<file path="src/fault_resp_pkg.sv">
// shared constants, command codes and types of the fault response block
package fault_resp_pkg;

    // timing
    localparam int CLK_PERIOD_NS    = 8;
    localparam int MS_NS            = 1000000;
    localparam int MS_CYCLES        = (MS_NS + CLK_PERIOD_NS - 1) / CLK_PERIOD_NS;
    localparam int OC_DELAY_UNIT_MS = 16;
    localparam int RETRY_UNIT_MS    = 2;
    localparam int RETRY_MIN_MS     = 120;
    localparam int RETRY_MAX_MS     = 83000;
    localparam int TIMER_W          = 18;
    localparam logic [15:0] RETRY_MIN_CODE = 16'(RETRY_MIN_MS / RETRY_UNIT_MS);
    localparam logic [15:0] RETRY_MAX_CODE = 16'(RETRY_MAX_MS / RETRY_UNIT_MS);

    // die temperature thresholds, degrees c
    localparam logic [7:0] DIE_HOT_C  = 8'ha0;
    localparam logic [7:0] DIE_COOL_C = 8'h96;

    // command codes
    localparam logic [7:0] CMD_OPERATION     = 8'h01;
    localparam logic [7:0] CMD_CLEAR_FAULTS  = 8'h03;
    localparam logic [7:0] CMD_RESTORE_USER  = 8'h16;
    localparam logic [7:0] CMD_OC_RESP       = 8'h47;
    localparam logic [7:0] CMD_OT_RESP       = 8'h50;
    localparam logic [7:0] CMD_STATUS_BYTE   = 8'h78;
    localparam logic [7:0] CMD_STATUS_WORD   = 8'h79;
    localparam logic [7:0] CMD_STATUS_IOUT   = 8'h7b;
    localparam logic [7:0] CMD_STATUS_TEMP   = 8'h7d;
    localparam logic [7:0] CMD_STATUS_CML    = 8'h7e;
    localparam logic [7:0] CMD_STATUS_VENDOR = 8'h80;
    localparam logic [7:0] CMD_DIE_OT_RESP   = 8'hd0;
    localparam logic [7:0] CMD_RESTART_INTVL = 8'hd1;
    localparam logic [7:0] CMD_DEVICE_RESET  = 8'hd2;

    // status bit positions
    localparam int SB_IOUT_OC = 4;
    localparam int SB_TEMP    = 2;
    localparam int SB_CML     = 1;
    localparam int SW_IOUT    = 14;
    localparam int SW_MFR     = 12;
    localparam int SIOUT_OC   = 7;
    localparam int STEMP_OT   = 7;
    localparam int SCML_DATA  = 6;
    localparam int SVEND_OT   = 7;
    localparam int OP_ON_BIT  = 7;

    // response byte fields
    localparam int RESP_HI  = 7;
    localparam int RESP_LO  = 6;
    localparam int RETRY_HI = 5;
    localparam int RETRY_LO = 3;
    localparam int DLY_HI   = 2;
    localparam int DLY_LO   = 0;
    localparam logic [1:0] RESP_IGNORE = 2'h0;
    localparam logic [1:0] RESP_01     = 2'h1;
    localparam logic [1:0] RESP_10     = 2'h2;
    localparam logic [1:0] RESP_11     = 2'h3;
    localparam logic [2:0] RETRY_ALWAYS = 3'h7;

    // reset values
    localparam logic [7:0]  OC_RESP_RST  = 8'h00;
    localparam logic [7:0]  OT_RESP_RST  = 8'h00;
    localparam logic [7:0]  DIE_OT_RESP  = 8'hc0;
    localparam logic [15:0] RETRY_RST    = 16'h003c;
    localparam logic        OP_ON_RST    = 1'b1;

    typedef struct packed {
        logic        valid;
        logic        write;
        logic [7:0]  code;
        logic [1:0]  len;
        logic [15:0] data;
    } cmd_s;

    typedef enum logic [2:0] {ST_OFF, ST_ON, ST_HOLD, ST_WAIT, ST_RETRY} run_state_e;

endpackage

</file>
<file path="src/ms_tick.sv">
// millisecond enable pulse divider
`timescale 1ns/1ps
`default_nettype none
module ms_tick
#(
    parameter int DIV = 125000
)(
    input  wire logic clk_i,
    input  wire logic rst_i,
    output logic      tick_o
);
    localparam int CW = $clog2(DIV);
    logic [CW-1:0] cnt_q;
    logic          wrap;

    assign wrap = (cnt_q == CW'(DIV - 1));

    always_ff @(posedge clk_i or posedge rst_i)
    begin
        if (rst_i)
        begin
            cnt_q  <= '0;
            tick_o <= 1'b0;
        end
        else
        begin
            cnt_q  <= wrap ? '0 : cnt_q + 1'b1;
            tick_o <= wrap;
        end
    end
endmodule
`default_nettype wire

</file>
<file path="src/ms_timer.sv">
// millisecond countdown with start, abort and a done pulse
`timescale 1ns/1ps
`default_nettype none
module ms_timer
#(
    parameter int W = 18
)(
    input  wire logic         clk_i,
    input  wire logic         rst_i,
    input  wire logic         tick_i,
    input  wire logic         start_i,
    input  wire logic         abort_i,
    input  wire logic [W-1:0] load_i,
    output logic              done_o,
    output logic              busy_o
);
    logic [W-1:0] cnt_q;

    always_ff @(posedge clk_i or posedge rst_i)
    begin
        if (rst_i)
        begin
            cnt_q  <= '0;
            busy_o <= 1'b0;
            done_o <= 1'b0;
        end
        else
        begin
            done_o <= 1'b0;
            if (start_i)
            begin
                cnt_q  <= load_i;
                busy_o <= 1'b1;
            end
            else if (abort_i)
                busy_o <= 1'b0;
            else if (busy_o && cnt_q == '0)
            begin
                busy_o <= 1'b0;
                done_o <= 1'b1;
            end
            else if (busy_o && tick_i)
                cnt_q <= cnt_q - 1'b1;
        end
    end
endmodule
`default_nettype wire

</file>
<file path="src/fault_response_top.sv">
// fault response for overcurrent, external and die overtemperature
`timescale 1ns/1ps
`default_nettype none
module fault_response_top
    import fault_resp_pkg::*;
#(
    parameter int MS_DIV = MS_CYCLES
)(
    input  wire logic        clk_i,
    input  wire logic        rst_i,
    input  wire cmd_s        cmd_i,
    input  wire logic        oc_detect_i,
    input  wire logic        ramping_i,
    input  wire logic        ext_ot_i,
    input  wire logic [7:0]  die_temp_i,
    input  wire logic        run_i,
    input  wire logic [3:0]  alert_mask_i,
    output logic             out_en_o,
    output logic             alert_n_o,
    output logic             rsp_valid_o,
    output logic [15:0]      rsp_data_o
);
    run_state_e  st_q;
    run_state_e  st_d;
    logic [7:0]  oc_resp_q;
    logic [7:0]  ot_resp_q;
    logic [15:0] retry_q;
    logic        op_on_q;
    logic        on_q;
    logic        oc_flag_q;
    logic        ot_flag_q;
    logic        die_flag_q;
    logic        cml_flag_q;
    logic        die_shut_q;
    logic        die_shut_d;
    logic        oc_det_q;

    // command decode
    logic        is_byte;
    logic        is_word;
    logic        is_send;
    logic        len_ok;
    logic        cmd_ok;
    logic        wr_ok;
    logic        rd_ok;
    logic        wr_oc;
    logic        wr_ot;
    logic        wr_die;
    logic        wr_retry;
    logic        oc_bad;
    logic        ot_bad;
    logic        retry_bad;
    logic        cml_evt;
    logic [7:0]  code;
    logic [7:0]  dbyte;

    assign code  = cmd_i.code;
    assign dbyte = cmd_i.data[7:0];
    assign is_byte = code == CMD_OPERATION || code == CMD_OC_RESP
                  || code == CMD_OT_RESP || code == CMD_STATUS_BYTE
                  || code == CMD_STATUS_IOUT || code == CMD_STATUS_TEMP
                  || code == CMD_STATUS_CML || code == CMD_STATUS_VENDOR
                  || code == CMD_DIE_OT_RESP;
    assign is_word = code == CMD_STATUS_WORD || code == CMD_RESTART_INTVL;
    assign is_send = code == CMD_CLEAR_FAULTS || code == CMD_RESTORE_USER
                  || code == CMD_DEVICE_RESET;
    // one-byte commands move exactly one byte
    assign len_ok = is_byte ? (cmd_i.len == 2'h1)
                  : is_word ? (cmd_i.len == 2'h2)
                  : (is_send && cmd_i.len == 2'h0 && cmd_i.write);
    assign cmd_ok = cmd_i.valid && len_ok;
    assign wr_ok  = cmd_ok && cmd_i.write;
    assign rd_ok  = cmd_ok && !cmd_i.write;

    assign oc_bad    = dbyte[RESP_HI:RESP_LO] == RESP_01;
    assign ot_bad    = dbyte[RESP_LO];
    assign retry_bad = cmd_i.data < RETRY_MIN_CODE || cmd_i.data > RETRY_MAX_CODE;
    assign wr_oc     = wr_ok && code == CMD_OC_RESP;
    assign wr_ot     = wr_ok && code == CMD_OT_RESP;
    assign wr_die    = wr_ok && code == CMD_DIE_OT_RESP;
    assign wr_retry  = wr_ok && code == CMD_RESTART_INTVL;
    // unsupported codes, wrong byte counts, rejected values and die overtemp response writes flag a comm logic fault
    assign cml_evt = (cmd_i.valid && !len_ok)
                  || (wr_oc && oc_bad)
                  || (wr_ot && ot_bad)
                  || wr_die
                  || (wr_retry && retry_bad);

    // clearing events
    logic on_cmd;
    logic on_rise;
    logic clr_all;
    logic clr_oc;
    logic clr_ot;
    logic clr_die;
    logic clr_cml;

    assign on_cmd  = run_i && op_on_q;
    assign on_rise = on_cmd && !on_q;
    // clear, restore, device reset, off-then-on, or write one
    assign clr_all = (wr_ok && (code == CMD_CLEAR_FAULTS || code == CMD_RESTORE_USER
                  || code == CMD_DEVICE_RESET)) || on_rise;
    assign clr_oc  = clr_all || (wr_ok && code == CMD_STATUS_IOUT && dbyte[SIOUT_OC]);
    assign clr_ot  = clr_all || (wr_ok && code == CMD_STATUS_TEMP && dbyte[STEMP_OT]);
    assign clr_die = clr_all || (wr_ok && code == CMD_STATUS_VENDOR && dbyte[SVEND_OT]);
    assign clr_cml = clr_all || (wr_ok && code == CMD_STATUS_CML && dbyte[SCML_DATA]);

    // fault qualification
    logic       oc_det;
    logic       die_hot;
    logic       die_cool;
    logic [1:0] oc_mode;
    logic [1:0] ot_mode;
    logic       oc_retry;
    logic       ot_retry;
    logic       oc_imm;
    logic       ot_raw;
    logic       ot_nr;
    logic       oc_sd;
    logic       oc_tmr_done;
    logic       ot_sd;
    logic       sd_req;
    logic       retry_ok;
    logic       fault_gone;

    assign oc_det   = oc_detect_i && !ramping_i;
    assign die_hot  = die_temp_i > DIE_HOT_C;
    assign die_cool = die_temp_i < DIE_COOL_C;
    // die shutdown with hysteresis
    assign die_shut_d = die_hot ? 1'b1 : (die_cool ? 1'b0 : die_shut_q);
    assign oc_mode  = oc_resp_q[RESP_HI:RESP_LO];
    assign ot_mode  = ot_resp_q[RESP_HI:RESP_LO];
    assign oc_retry = oc_resp_q[RETRY_HI:RETRY_LO] == RETRY_ALWAYS;
    assign ot_retry = ot_resp_q[RETRY_HI:RETRY_LO] == RETRY_ALWAYS;
    assign oc_imm   = oc_det && oc_mode == RESP_11;
    assign ot_raw   = ext_ot_i && ot_mode == RESP_10;
    assign ot_nr    = ot_raw && !ot_retry;
    assign oc_sd    = st_q == ST_ON && (oc_imm || (oc_tmr_done && oc_det && oc_mode == RESP_10));
    assign ot_sd    = st_q == ST_ON && ot_raw;
    assign sd_req   = oc_sd || ot_sd;
    // a no-retry cause wins over a retrying one
    assign retry_ok = (!oc_sd || oc_retry) && (!ot_sd || ot_retry);
    assign fault_gone = !oc_detect_i && !ext_ot_i;

    // timers
    logic               tick;
    logic               oc_tmr_start;
    logic               oc_tmr_abort;
    logic [TIMER_W-1:0] oc_load;
    logic               rt_start;
    logic               rt_abort;
    logic               rt_done;
    logic [TIMER_W-1:0] rt_load;

    // delay field in 16 ms units, ride through while persistent
    assign oc_load = TIMER_W'(oc_resp_q[DLY_HI:DLY_LO] * OC_DELAY_UNIT_MS);
    assign oc_tmr_start = oc_det && !oc_det_q && oc_mode == RESP_10 && st_q == ST_ON;
    assign oc_tmr_abort = !oc_det || oc_mode != RESP_10 || st_q != ST_ON;
    // retry interval counts only once the fault is gone
    assign rt_load  = TIMER_W'(retry_q * RETRY_UNIT_MS);
    assign rt_start = st_q == ST_WAIT && fault_gone && !ot_nr && on_cmd;
    assign rt_abort = !rt_start && st_q != ST_RETRY;

    ms_tick #(.DIV(MS_DIV)) u_tick (
        .clk_i  (clk_i),
        .rst_i  (rst_i),
        .tick_o (tick)
    );

    ms_timer #(.W(TIMER_W)) u_oc_tmr (
        .clk_i   (clk_i),
        .rst_i   (rst_i),
        .tick_i  (tick),
        .start_i (oc_tmr_start),
        .abort_i (oc_tmr_abort),
        .load_i  (oc_load),
        .done_o  (oc_tmr_done),
        .busy_o  ()
    );

    ms_timer #(.W(TIMER_W)) u_rt_tmr (
        .clk_i   (clk_i),
        .rst_i   (rst_i),
        .tick_i  (tick),
        .start_i (rt_start),
        .abort_i (rt_abort),
        .load_i  (rt_load),
        .done_o  (rt_done),
        .busy_o  ()
    );

    // output run state
    always_comb
    begin
        st_d = st_q;
        if (!on_cmd)
            st_d = ST_OFF;
        else
            case (st_q)
                ST_OFF:   st_d = ST_ON;
                ST_ON:    if (sd_req) st_d = retry_ok ? ST_WAIT : ST_HOLD;
                ST_HOLD:  if (clr_oc || clr_ot) st_d = ST_ON;
                ST_WAIT:  if (ot_nr) st_d = ST_HOLD;
                          else if (rt_start) st_d = ST_RETRY;
                ST_RETRY: if (ot_nr) st_d = ST_HOLD;
                          else if (!fault_gone) st_d = ST_WAIT;
                          else if (rt_done) st_d = ST_ON;
                default:  st_d = ST_OFF;
            endcase
    end

    // status views
    logic [7:0]  st_byte;
    logic [15:0] st_word;
    logic [7:0]  st_iout;
    logic [7:0]  st_temp;
    logic [7:0]  st_cml;
    logic [7:0]  st_vend;
    logic [7:0]  oc_rd;
    logic [15:0] rd_mux;
    logic [3:0]  flags;

    always_comb
    begin
        st_byte = '0;
        st_byte[SB_IOUT_OC] = oc_flag_q;
        st_byte[SB_TEMP]    = ot_flag_q;
        st_byte[SB_CML]     = cml_flag_q;
        st_word = {8'h00, st_byte};
        st_word[SW_IOUT] = oc_flag_q;
        st_word[SW_MFR]  = die_flag_q;
        st_iout = '0;
        st_iout[SIOUT_OC] = oc_flag_q;
        st_temp = '0;
        st_temp[STEMP_OT] = ot_flag_q;
        st_cml = '0;
        st_cml[SCML_DATA] = cml_flag_q;
        st_vend = '0;
        st_vend[SVEND_OT] = die_flag_q;
    end

    // delay bits hidden for responses 00 and 11
    assign oc_rd = {oc_resp_q[7:3],
                    (oc_mode == RESP_10) ? oc_resp_q[DLY_HI:DLY_LO] : 3'h0};
    assign rd_mux = (code == CMD_OPERATION)     ? {8'h00, op_on_q, 7'h00}
                  : (code == CMD_OC_RESP)       ? {8'h00, oc_rd}
                  : (code == CMD_OT_RESP)       ? {8'h00, ot_resp_q[7:3], 3'h0}
                  : (code == CMD_DIE_OT_RESP)   ? {8'h00, DIE_OT_RESP}
                  : (code == CMD_RESTART_INTVL) ? retry_q
                  : (code == CMD_STATUS_BYTE)   ? {8'h00, st_byte}
                  : (code == CMD_STATUS_WORD)   ? st_word
                  : (code == CMD_STATUS_IOUT)   ? {8'h00, st_iout}
                  : (code == CMD_STATUS_TEMP)   ? {8'h00, st_temp}
                  : (code == CMD_STATUS_CML)    ? {8'h00, st_cml}
                  : (code == CMD_STATUS_VENDOR) ? {8'h00, st_vend}
                  : 16'h0000;
    assign flags = {cml_flag_q, die_flag_q, ot_flag_q, oc_flag_q};

    // settings; rejected writes leave them as they were
    always_ff @(posedge clk_i or posedge rst_i)
    begin
        if (rst_i)
        begin
            oc_resp_q <= OC_RESP_RST;
            ot_resp_q <= OT_RESP_RST;
            retry_q   <= RETRY_RST;
            op_on_q   <= OP_ON_RST;
        end
        else
        begin
            if (wr_oc && !oc_bad) oc_resp_q <= dbyte;
            if (wr_ot && !ot_bad) ot_resp_q <= dbyte;
            if (wr_retry && !retry_bad) retry_q <= cmd_i.data;
            if (wr_ok && code == CMD_OPERATION) op_on_q <= dbyte[OP_ON_BIT];
        end
    end

    // sticky flags, a new event wins over a clear
    always_ff @(posedge clk_i or posedge rst_i)
    begin
        if (rst_i)
        begin
            oc_flag_q  <= 1'b0;
            ot_flag_q  <= 1'b0;
            die_flag_q <= 1'b0;
            cml_flag_q <= 1'b0;
        end
        else
        begin
            oc_flag_q  <= oc_det || (oc_flag_q && !clr_oc);
            ot_flag_q  <= ext_ot_i || (ot_flag_q && !clr_ot);
            die_flag_q <= die_hot || (die_flag_q && !clr_die);
            cml_flag_q <= cml_evt || (cml_flag_q && !clr_cml);
        end
    end

    always_ff @(posedge clk_i or posedge rst_i)
    begin
        if (rst_i)
        begin
            st_q        <= ST_OFF;
            on_q        <= 1'b0;
            oc_det_q    <= 1'b0;
            die_shut_q  <= 1'b0;
            out_en_o    <= 1'b0;
            alert_n_o   <= 1'b1;
            rsp_valid_o <= 1'b0;
            rsp_data_o  <= '0;
        end
        else
        begin
            st_q        <= st_d;
            on_q        <= on_cmd;
            oc_det_q    <= oc_det;
            die_shut_q  <= die_shut_d;
            out_en_o    <= st_d == ST_ON && !die_shut_d;
            alert_n_o   <= !(|(flags & ~alert_mask_i));
            rsp_valid_o <= rd_ok;
            rsp_data_o  <= rd_ok ? rd_mux : 16'h0000;
        end
    end
endmodule
`default_nettype wire

</file>
<file path="config.mk">
export PLATFORM = sky130hd
export DESIGN_NAME = fault_response_top
export DESIGN_NICKNAME = d
export VERILOG_FILES = /design/src/fault_resp_pkg.sv /design/src/ms_tick.sv /design/src/ms_timer.sv /design/src/fault_response_top.sv
export SDC_FILE = /design/constraint.sdc
export NUM_CORES = 1
export LEC_CHECK = 0
export BUFFER_PORTS_ARGS = -buffer_cell sky130_fd_sc_hd__buf_2
export CORE_ASPECT_RATIO = 0.9
export CORE_MARGIN = 1
export CORE_UTILIZATION = 55
export CTS_BUF_LIST = sky130_fd_sc_hd__clkbuf_8 sky130_fd_sc_hd__clkbuf_16
export CTS_CLUSTER_DIAMETER = 60
export CTS_CLUSTER_SIZE = 8
export DETAILED_ROUTE_END_ITERATION = 8
export GPL_ROUTABILITY_DRIVEN = 0
export GPL_TIMING_DRIVEN = 0
export MAX_ROUTING_LAYER = met4
export PLACE_DENSITY = 0.76
export SLEW_MARGIN = 5
export SYNTH_ARGS = -nofsm -noshare
export SYNTH_HDL_FRONTEND = slang
export SYNTH_SLANG_ARGS = --single-unit
</file>
<file path="constraint.sdc">
create_clock -name clk_i -period 10.2 [get_ports clk_i]
set_input_delay 2.04 -clock clk_i [delete_from_list [all_inputs] [get_ports clk_i]]
set_output_delay 2.04 -clock clk_i [all_outputs]
set_load 0.02 [all_outputs]
</file>
## After elaboration in Yosys (flattened, before gate mapping)

Index checks and enable logic that the tools add are counted.

| operators by class | value |
|---|---|
| multiplexer cells | 48 |
| reductions and logical operators | 119 |
| bitwise logic cells | 2 |
| add/subtract/negate cells | 3 |
| equal/unequal tests | 35 |
| order comparisons | 4 |

Operator list:

| operator | number |
|---|---|
| 18-bit 2-to-1 mux | 8 |
| 16-bit 2-to-1 mux | 6 |
| 8-bit by 7-bit == test with 1-bit output (second input constant) | 7 |
| 1-bit logical AND | 54 |
| 18-bit logical NOT | 2 |
| 18-bit by 1-bit subtractor with 18-bit output (second input constant) | 2 |
| 8-bit == test (second input constant) | 4 |
| 1-bit logical OR | 32 |
| 8-bit 2-to-1 mux | 4 |
| 15-bit 2-to-1 mux | 2 |
| 3-bit 2-to-1 mux | 9 |
| 1-bit logical NOT | 22 |
| 17-bit by 1-bit adder with 17-bit output (second input constant) | 1 |
| 17-bit == test (second input constant) | 1 |
| 1-bit 2-to-1 mux | 17 |
| 17-bit 2-to-1 mux | 1 |
| 16-bit > comparator (second input constant) | 1 |
| 16-bit by 6-bit less-than comparator with 1-bit output (second input constant) | 1 |
| 3-bit case mux with 5 select lines | 1 |
| 2-bit != test (second input constant) | 5 |
| 3-bit == test (second input constant) | 3 |
| 2-bit == test (second input constant) | 4 |
| 8-bit by 1-bit == test with 1-bit output (second input constant) | 1 |
| 8-bit by 2-bit == test with 1-bit output (second input constant) | 1 |
| 16 further kinds | 22 |

| word-level totals | value |
|---|---|
| logic and storage cells | 235 |
| input bits | 46 |
| flip-flop bits (word level) | 120 |

## Logic depth before layout (Yosys ltp)

| depth | value |
|---|---|
| word-level depth | 21 |
| mapped depth | 10 |
| depth with buffers taken out | 9 |

## Hierarchy

Synthesis repeated with hierarchy kept, for this count alone.

| unflattened totals | value |
|---|---|
| cells, all modules | 627 |
| area, all modules | 6,462.4 um^2 |

Modules (own cells, without submodules):

| module | cells an instance | area each (um^2) | instances |
|---|---|---|---|
| fault_response_top | 306 | 3,169.3 | 1 |
| ms_timer | 123 | 1,233.7 | 2 |
| ms_tick | 75 | 825.8 | 1 |

## Worst setup path before layout

OpenSTA, ideal clock, no wires.

| path | value |
|---|---|
| path kind | input-to-reg |
| start point | input port cmd_i[20] in the netlist's numbering |
| end point | register ot_resp_q[3] |
| arrival time | 4,204 ps |
| stages on the path | 9 |
| required time | 10,075 ps |
| library setup time | 125 ps |
| setup slack | 5,871 ps |
| path buffers | 2 |
| cells stage by stage | clkbuf_4 > nand2b_1 > nor4b_2 > o311ai_4 > o32a_1 > o41a_1 > or3_1 > buf_6 > mux2_4 |

| between the ends | value |
|---|---|
| cells in the longest elaborated chain, start to end | 14 |
| elaborated cells on any way between the ends | 33 |

RTL lines:

| what | RTL line | text |
|---|---|---|
| from (decl) | fault_response_top.sv:11 | `input wire cmd_s cmd_i,` |
| 8-bit by 1-bit == test with 1-bit output / 8-bit by 7-bit == test with 1-bit output (equally long branches) | fault_response_top.sv:59 | `assign is_byte = code == CMD_OPERATION \|\| code == CMD_OC_RESP` |
| 1-bit logical OR | fault_response_top.sv:59 |  |
| 1-bit logical OR (2 in a row) | fault_response_top.sv:60 | `\|\| code == CMD_OT_RESP \|\| code == CMD_STATUS_BYTE` |
| 1-bit logical OR (2 in a row) | fault_response_top.sv:61 | `\|\| code == CMD_STATUS_IOUT \|\| code == CMD_STATUS_TEMP` |
| 1-bit logical OR (2 in a row) | fault_response_top.sv:62 | `\|\| code == CMD_STATUS_CML \|\| code == CMD_STATUS_VENDOR` |
| 1-bit logical OR | fault_response_top.sv:63 | `\|\| code == CMD_DIE_OT_RESP;` |
| 1-bit 2-to-1 mux | fault_response_top.sv:68 | `assign len_ok = is_byte ? (cmd_i.len == 2'h1)` |
| 1-bit logical AND | fault_response_top.sv:71 | `assign cmd_ok = cmd_i.valid && len_ok;` |
| 1-bit logical AND | fault_response_top.sv:72 | `assign wr_ok = cmd_ok && cmd_i.write;` |
| 1-bit logical AND * | fault_response_top.sv:79 | `assign wr_ot = wr_ok && code == CMD_OT_RESP;` |
| 1-bit logical AND * | fault_response_top.sv:272 | `if (wr_ot && !ot_bad) ot_resp_q <= dbyte;` |
| to (signal assigned) | fault_response_top.sv:272 |  |
| to (decl) | fault_response_top.sv:26 | `logic [7:0] ot_resp_q;` |

Mark *: on every way between the ends. The rest lies on a longest branch, timed or not.
A chain may end at the register's enable or synchronous reset.

## Worst setup path in the final report

| path | value |
|---|---|
| start point | input port cmd_i[23] in the netlist's numbering |
| end point | register retry_q[0] |

| between the ends | value |
|---|---|
| cells in the longest elaborated chain, start to end | 14 |
| elaborated cells on any way between the ends | 33 |

RTL lines:

| what | RTL line | text |
|---|---|---|
| 8-bit by 1-bit == test with 1-bit output / 8-bit by 7-bit == test with 1-bit output (equally long branches) | fault_response_top.sv:59 |  |
| 1-bit logical OR | fault_response_top.sv:59 |  |
| 1-bit logical OR (2 in a row) | fault_response_top.sv:60 |  |
| 1-bit logical OR (2 in a row) | fault_response_top.sv:61 |  |
| 1-bit logical OR (2 in a row) | fault_response_top.sv:62 |  |
| 1-bit logical OR | fault_response_top.sv:63 |  |
| 1-bit 2-to-1 mux | fault_response_top.sv:68 |  |
| 1-bit logical AND | fault_response_top.sv:71 |  |
| 1-bit logical AND | fault_response_top.sv:72 |  |
| 1-bit logical AND * | fault_response_top.sv:81 | `assign wr_retry = wr_ok && code == CMD_RESTART_INTVL;` |
| 1-bit logical AND * | fault_response_top.sv:273 | `if (wr_retry && !retry_bad) retry_q <= cmd_i.data;` |
| to (signal assigned) | fault_response_top.sv:273 |  |
| to (decl) | fault_response_top.sv:27 | `logic [15:0] retry_q;` |

Marked as above.

==> metrics <==
failing checks DRC; Layout Cell Area excl Fill 7050 um2; horizontal extent of the die approximately 110 um; violation count after the first detailed-route iteration 348; leakage power ~3.2 nW; Ant. Diodes 0; flip-flop and latch count after synthesis approximately 120; outcome complete, but fails checks; fraction of layout instances using a drive strength above 1 0.203; worst supply voltage drop on vdd 0.111 mV; GRT overflow 0; Crit. End Element register; final-layout setup total negative slack 0 ns; Critical Path Max Stage Delay ~0.54 ns; Clock Root Buffer sky130_fd_sc_hd__clkbuf_16; Total Routed Length between 10,000 and 15,000 um; die area 11,200 um2; required time at the endpoint of the critical path 10.50 ns; effective utilization at floorplan 0.573; worst min-delay path category reg2reg; cell-by-cell listing of the critical path buf_2, and2b_1, nor4b_2, o311ai_4, o32a_1, o41ai_2, nand3_2, buf_2, mux2_1; total cell area at the placement stage roughly 6500 um2; clock tree from TritonCTS yes; synth unique cells 66; Worst Max-Slew Pin Slew between 0.8 and 0.9 ns; antenna violations before repair 0; layout-stage area growth over the synthesis result 18.5%; delay-heaviest family, CP compound AO/OA/AOI/OAI gates; final clock period utilization by the worst path 0.446; global-route wire length before repair 23,600 um; share of the yosys chip area belonging to registers 0.494; FMAX roughly 220 MHz; Avg WL per Cell 17.3 um; EDFF count, synth 0; worst setup path class in2reg; max_slew headroom 0.396; share of async-settable or async-resettable flops after synthesis 1.00; Avg Inst Size Synth about 10 um2; number of detailed-routing iterations run before antenna repair 8; height of the die 101 um; Post-Synthesis Net Count 648; kind of start point of the critical path primary input; power density over the cells 155 nW/um2; setup-violating endpoint count in the final report 0; buffer count from post-CTS setup fixing 0; count of port buffers added during placement 64; cell at the slowest stage of the critical path sky130_fd_sc_hd__o41ai_2; Worst Path Max Fanout 10; maximum number of pins on one net before global-route repair 96; most common library cell in the layout ignoring fill and taps sky130_fd_sc_hd__dfrtp_1; clock-pin slew on the worst setup and hold paths approximately 0.060 ns; data arrival time of the critical path 4.84 ns; remaining number of nets flagged by the antenna check after routing 0; count of maximum capacitance violations 0; htree depth 4; detailed-route DRC error count 5; final hold violations 0; number of instances in the synthesized netlist 599; final-stage net count between 700 and 800; later-pin clock latency in the skew report between 0.4 and 0.5 ns; detail-routed via count per cell 5.95; Max Root-Sink Buffers 2; total clock sinks between 100 and 150; cell occurring most often along the worst timing path sky130_fd_sc_hd__buf_2; overall global routing resource usage 0.282; most used cells in the layout excluding fill and tap cells sky130_fd_sc_hd__dfrtp_1, sky130_fd_sc_hd__buf_2, sky130_fd_sc_hd__nor2_1, sky130_fd_sc_hd__nand2_1, sky130_fd_sc_hd__o21ai_0; post-route clock skew 0.0154 ns; via count just under 5,000; number of gates resized after cts 0; Slew Limit Fails 0; vias in the first global route 4,776; total number of yosys warnings 0; number of clock buffers inserted by TritonCTS 17; RSZ-0062 raised after global routing no; commonest register cell after synthesis sky130_fd_sc_hd__dfrtp_1; final worst path period need 4.54 ns; number of top-level pins 65; sum of buffers and inverters on the critical path 2; Std-Cell Core Area 10,400 um2; post-synthesis instance area 5950 um2; DPL Wire Length 10,100 um; number of rows created at floorplan 35; count of hold buffers inserted by post-cts repair 0
-- worst paths after layout --
path	start	endpoint	slack [ns]	cells after the start
setup / recovery	cmd_i[23]	retry_q[0]$_DFFE_PP0P_	5.66	9
hold / removal	op_on_q$_DFFE_PP1P_	op_on_q$_DFFE_PP1P_	0.50	2
hold reg to reg	op_on_q$_DFFE_PP1P_	op_on_q$_DFFE_PP1P_	0.50	2
min in group asynchronous	rst_i	rsp_data_o[0]$_DFF_PP0_	1.56	2
max in group asynchronous	rst_i	alert_n_o$_DFF_PP1_	7.91	3
setup reg to reg	u_rt_tmr.cnt_q[7]$_DFFE_PP0P_	u_rt_tmr.cnt_q[4]$_DFFE_PP0P_	7.42	7
-- cells by family after synthesis --
group / synth area share
AOI/OAI and AO/OA: 0.107
xor gates and xnor gates: 0.0703
adders and majority gates: 0.00631
buffers and inverters: 0.0265
DFF: 0.494
muxes: 0.0518
and+or+nand+nor: 0.244
-- cell type report --
type,instances,area [um2]
Fill cell,801,3330
Sequential cell,117,2940
Multi-Input combinational cell,445,2860
Clock buffer,17,425
Timing Repair Buffer,65,348
Tap cell,129,161
Clock inverter,15,156
Buffer,18,86.3
Inverter,19,76.3
-- worst min-delay path: stages (launching register included) --
cell,delay [ns]
sky130_fd_sc_hd__dfstp_2,0.38
sky130_fd_sc_hd__o21ai_0,0.06
sky130_fd_sc_hd__nand2_1,0.05
-- power by group --
group,switching (W),internal [W],total [W]
Clock,0.000225,0.000360,0.000585
Combinational,0.0000288,0.0000153,0.0000441
Sequential,0.000000381,0.000465,0.000466
Total,0.000254,0.000841,0.00109
-- synthesized netlist by cell type, types with 5 or more instances --
master	n	area [um2]
sky130_fd_sc_hd__a21oi_1	16	80.1
sky130_fd_sc_hd__a22oi_1	5	37.5
sky130_fd_sc_hd__a31oi_1	6	37.5
sky130_fd_sc_hd__and2_1	13	81.3
sky130_fd_sc_hd__and3_1	17	106
sky130_fd_sc_hd__clkbuf_1	12	45.0
sky130_fd_sc_hd__dfrtp_1	111	2780
sky130_fd_sc_hd__dfstp_2	6	158
sky130_fd_sc_hd__inv_1	19	71.3
sky130_fd_sc_hd__mux2_1	7	78.8
sky130_fd_sc_hd__mux2_2	15	169
sky130_fd_sc_hd__nand2_1	57	214
sky130_fd_sc_hd__nand2b_1	7	43.8
sky130_fd_sc_hd__nand3_1	20	100
sky130_fd_sc_hd__nand4_1	13	81.3
sky130_fd_sc_hd__nor2_1	64	240
sky130_fd_sc_hd__nor2b_1	11	68.8
sky130_fd_sc_hd__nor3_1	15	75.1
sky130_fd_sc_hd__nor3b_1	5	37.5
sky130_fd_sc_hd__nor4_1	13	81.3
sky130_fd_sc_hd__o211ai_1	5	37.5
sky130_fd_sc_hd__o21ai_0	28	140
sky130_fd_sc_hd__or2_2	5	31.3
sky130_fd_sc_hd__or3_1	13	81.3
sky130_fd_sc_hd__xnor2_1	23	201
sky130_fd_sc_hd__xor2_1	22	193
-- registers in the layout, indices dropped and copies added (netlist names), 3 cells and up --
name	flops
u_oc_tmr.cnt_q	18
u_rt_tmr.cnt_q	18
u_tick.cnt_q	17
retry_q	16
rsp_data_o	16
oc_resp_q	8
ot_resp_q	5
st_q	3
-- metal layers --
| metal | GRT usage | share of wire | routed length, um |
|---|---|---|---|
| met3 | 0.0595 | 0.069 | 992 |
| met2 | 0.434 | 0.47 | 6690 |
| met1 | 0.369 | 0.44 | 6330 |
| met5 | - | 0 | 0 |
| met4 | 0.111 | 0.019 | 275 |
-- metrics by stage --
stage | hold slack, ns | util | setup WS [ns] | instances | power (W)
final | 0.496 | 0.679 | 5.66 | 825 | 0.00109
after global routing | 0.513 | 0.679 | 5.55 | 825 | 0.00113
after CTS | 0.490 | 0.679 | 5.67 | 825 | 0.00110
after detailed placement | 0.483 | 0.623 | 5.25 | 793 | 0.000518
after global placement | 0.477 | 0.619 | 3.91 | 792 | 0.000515
after floorplan | 0.448 | - | 5.07 | 599 | 0.000496
Power figures use the tool's default switching activity.
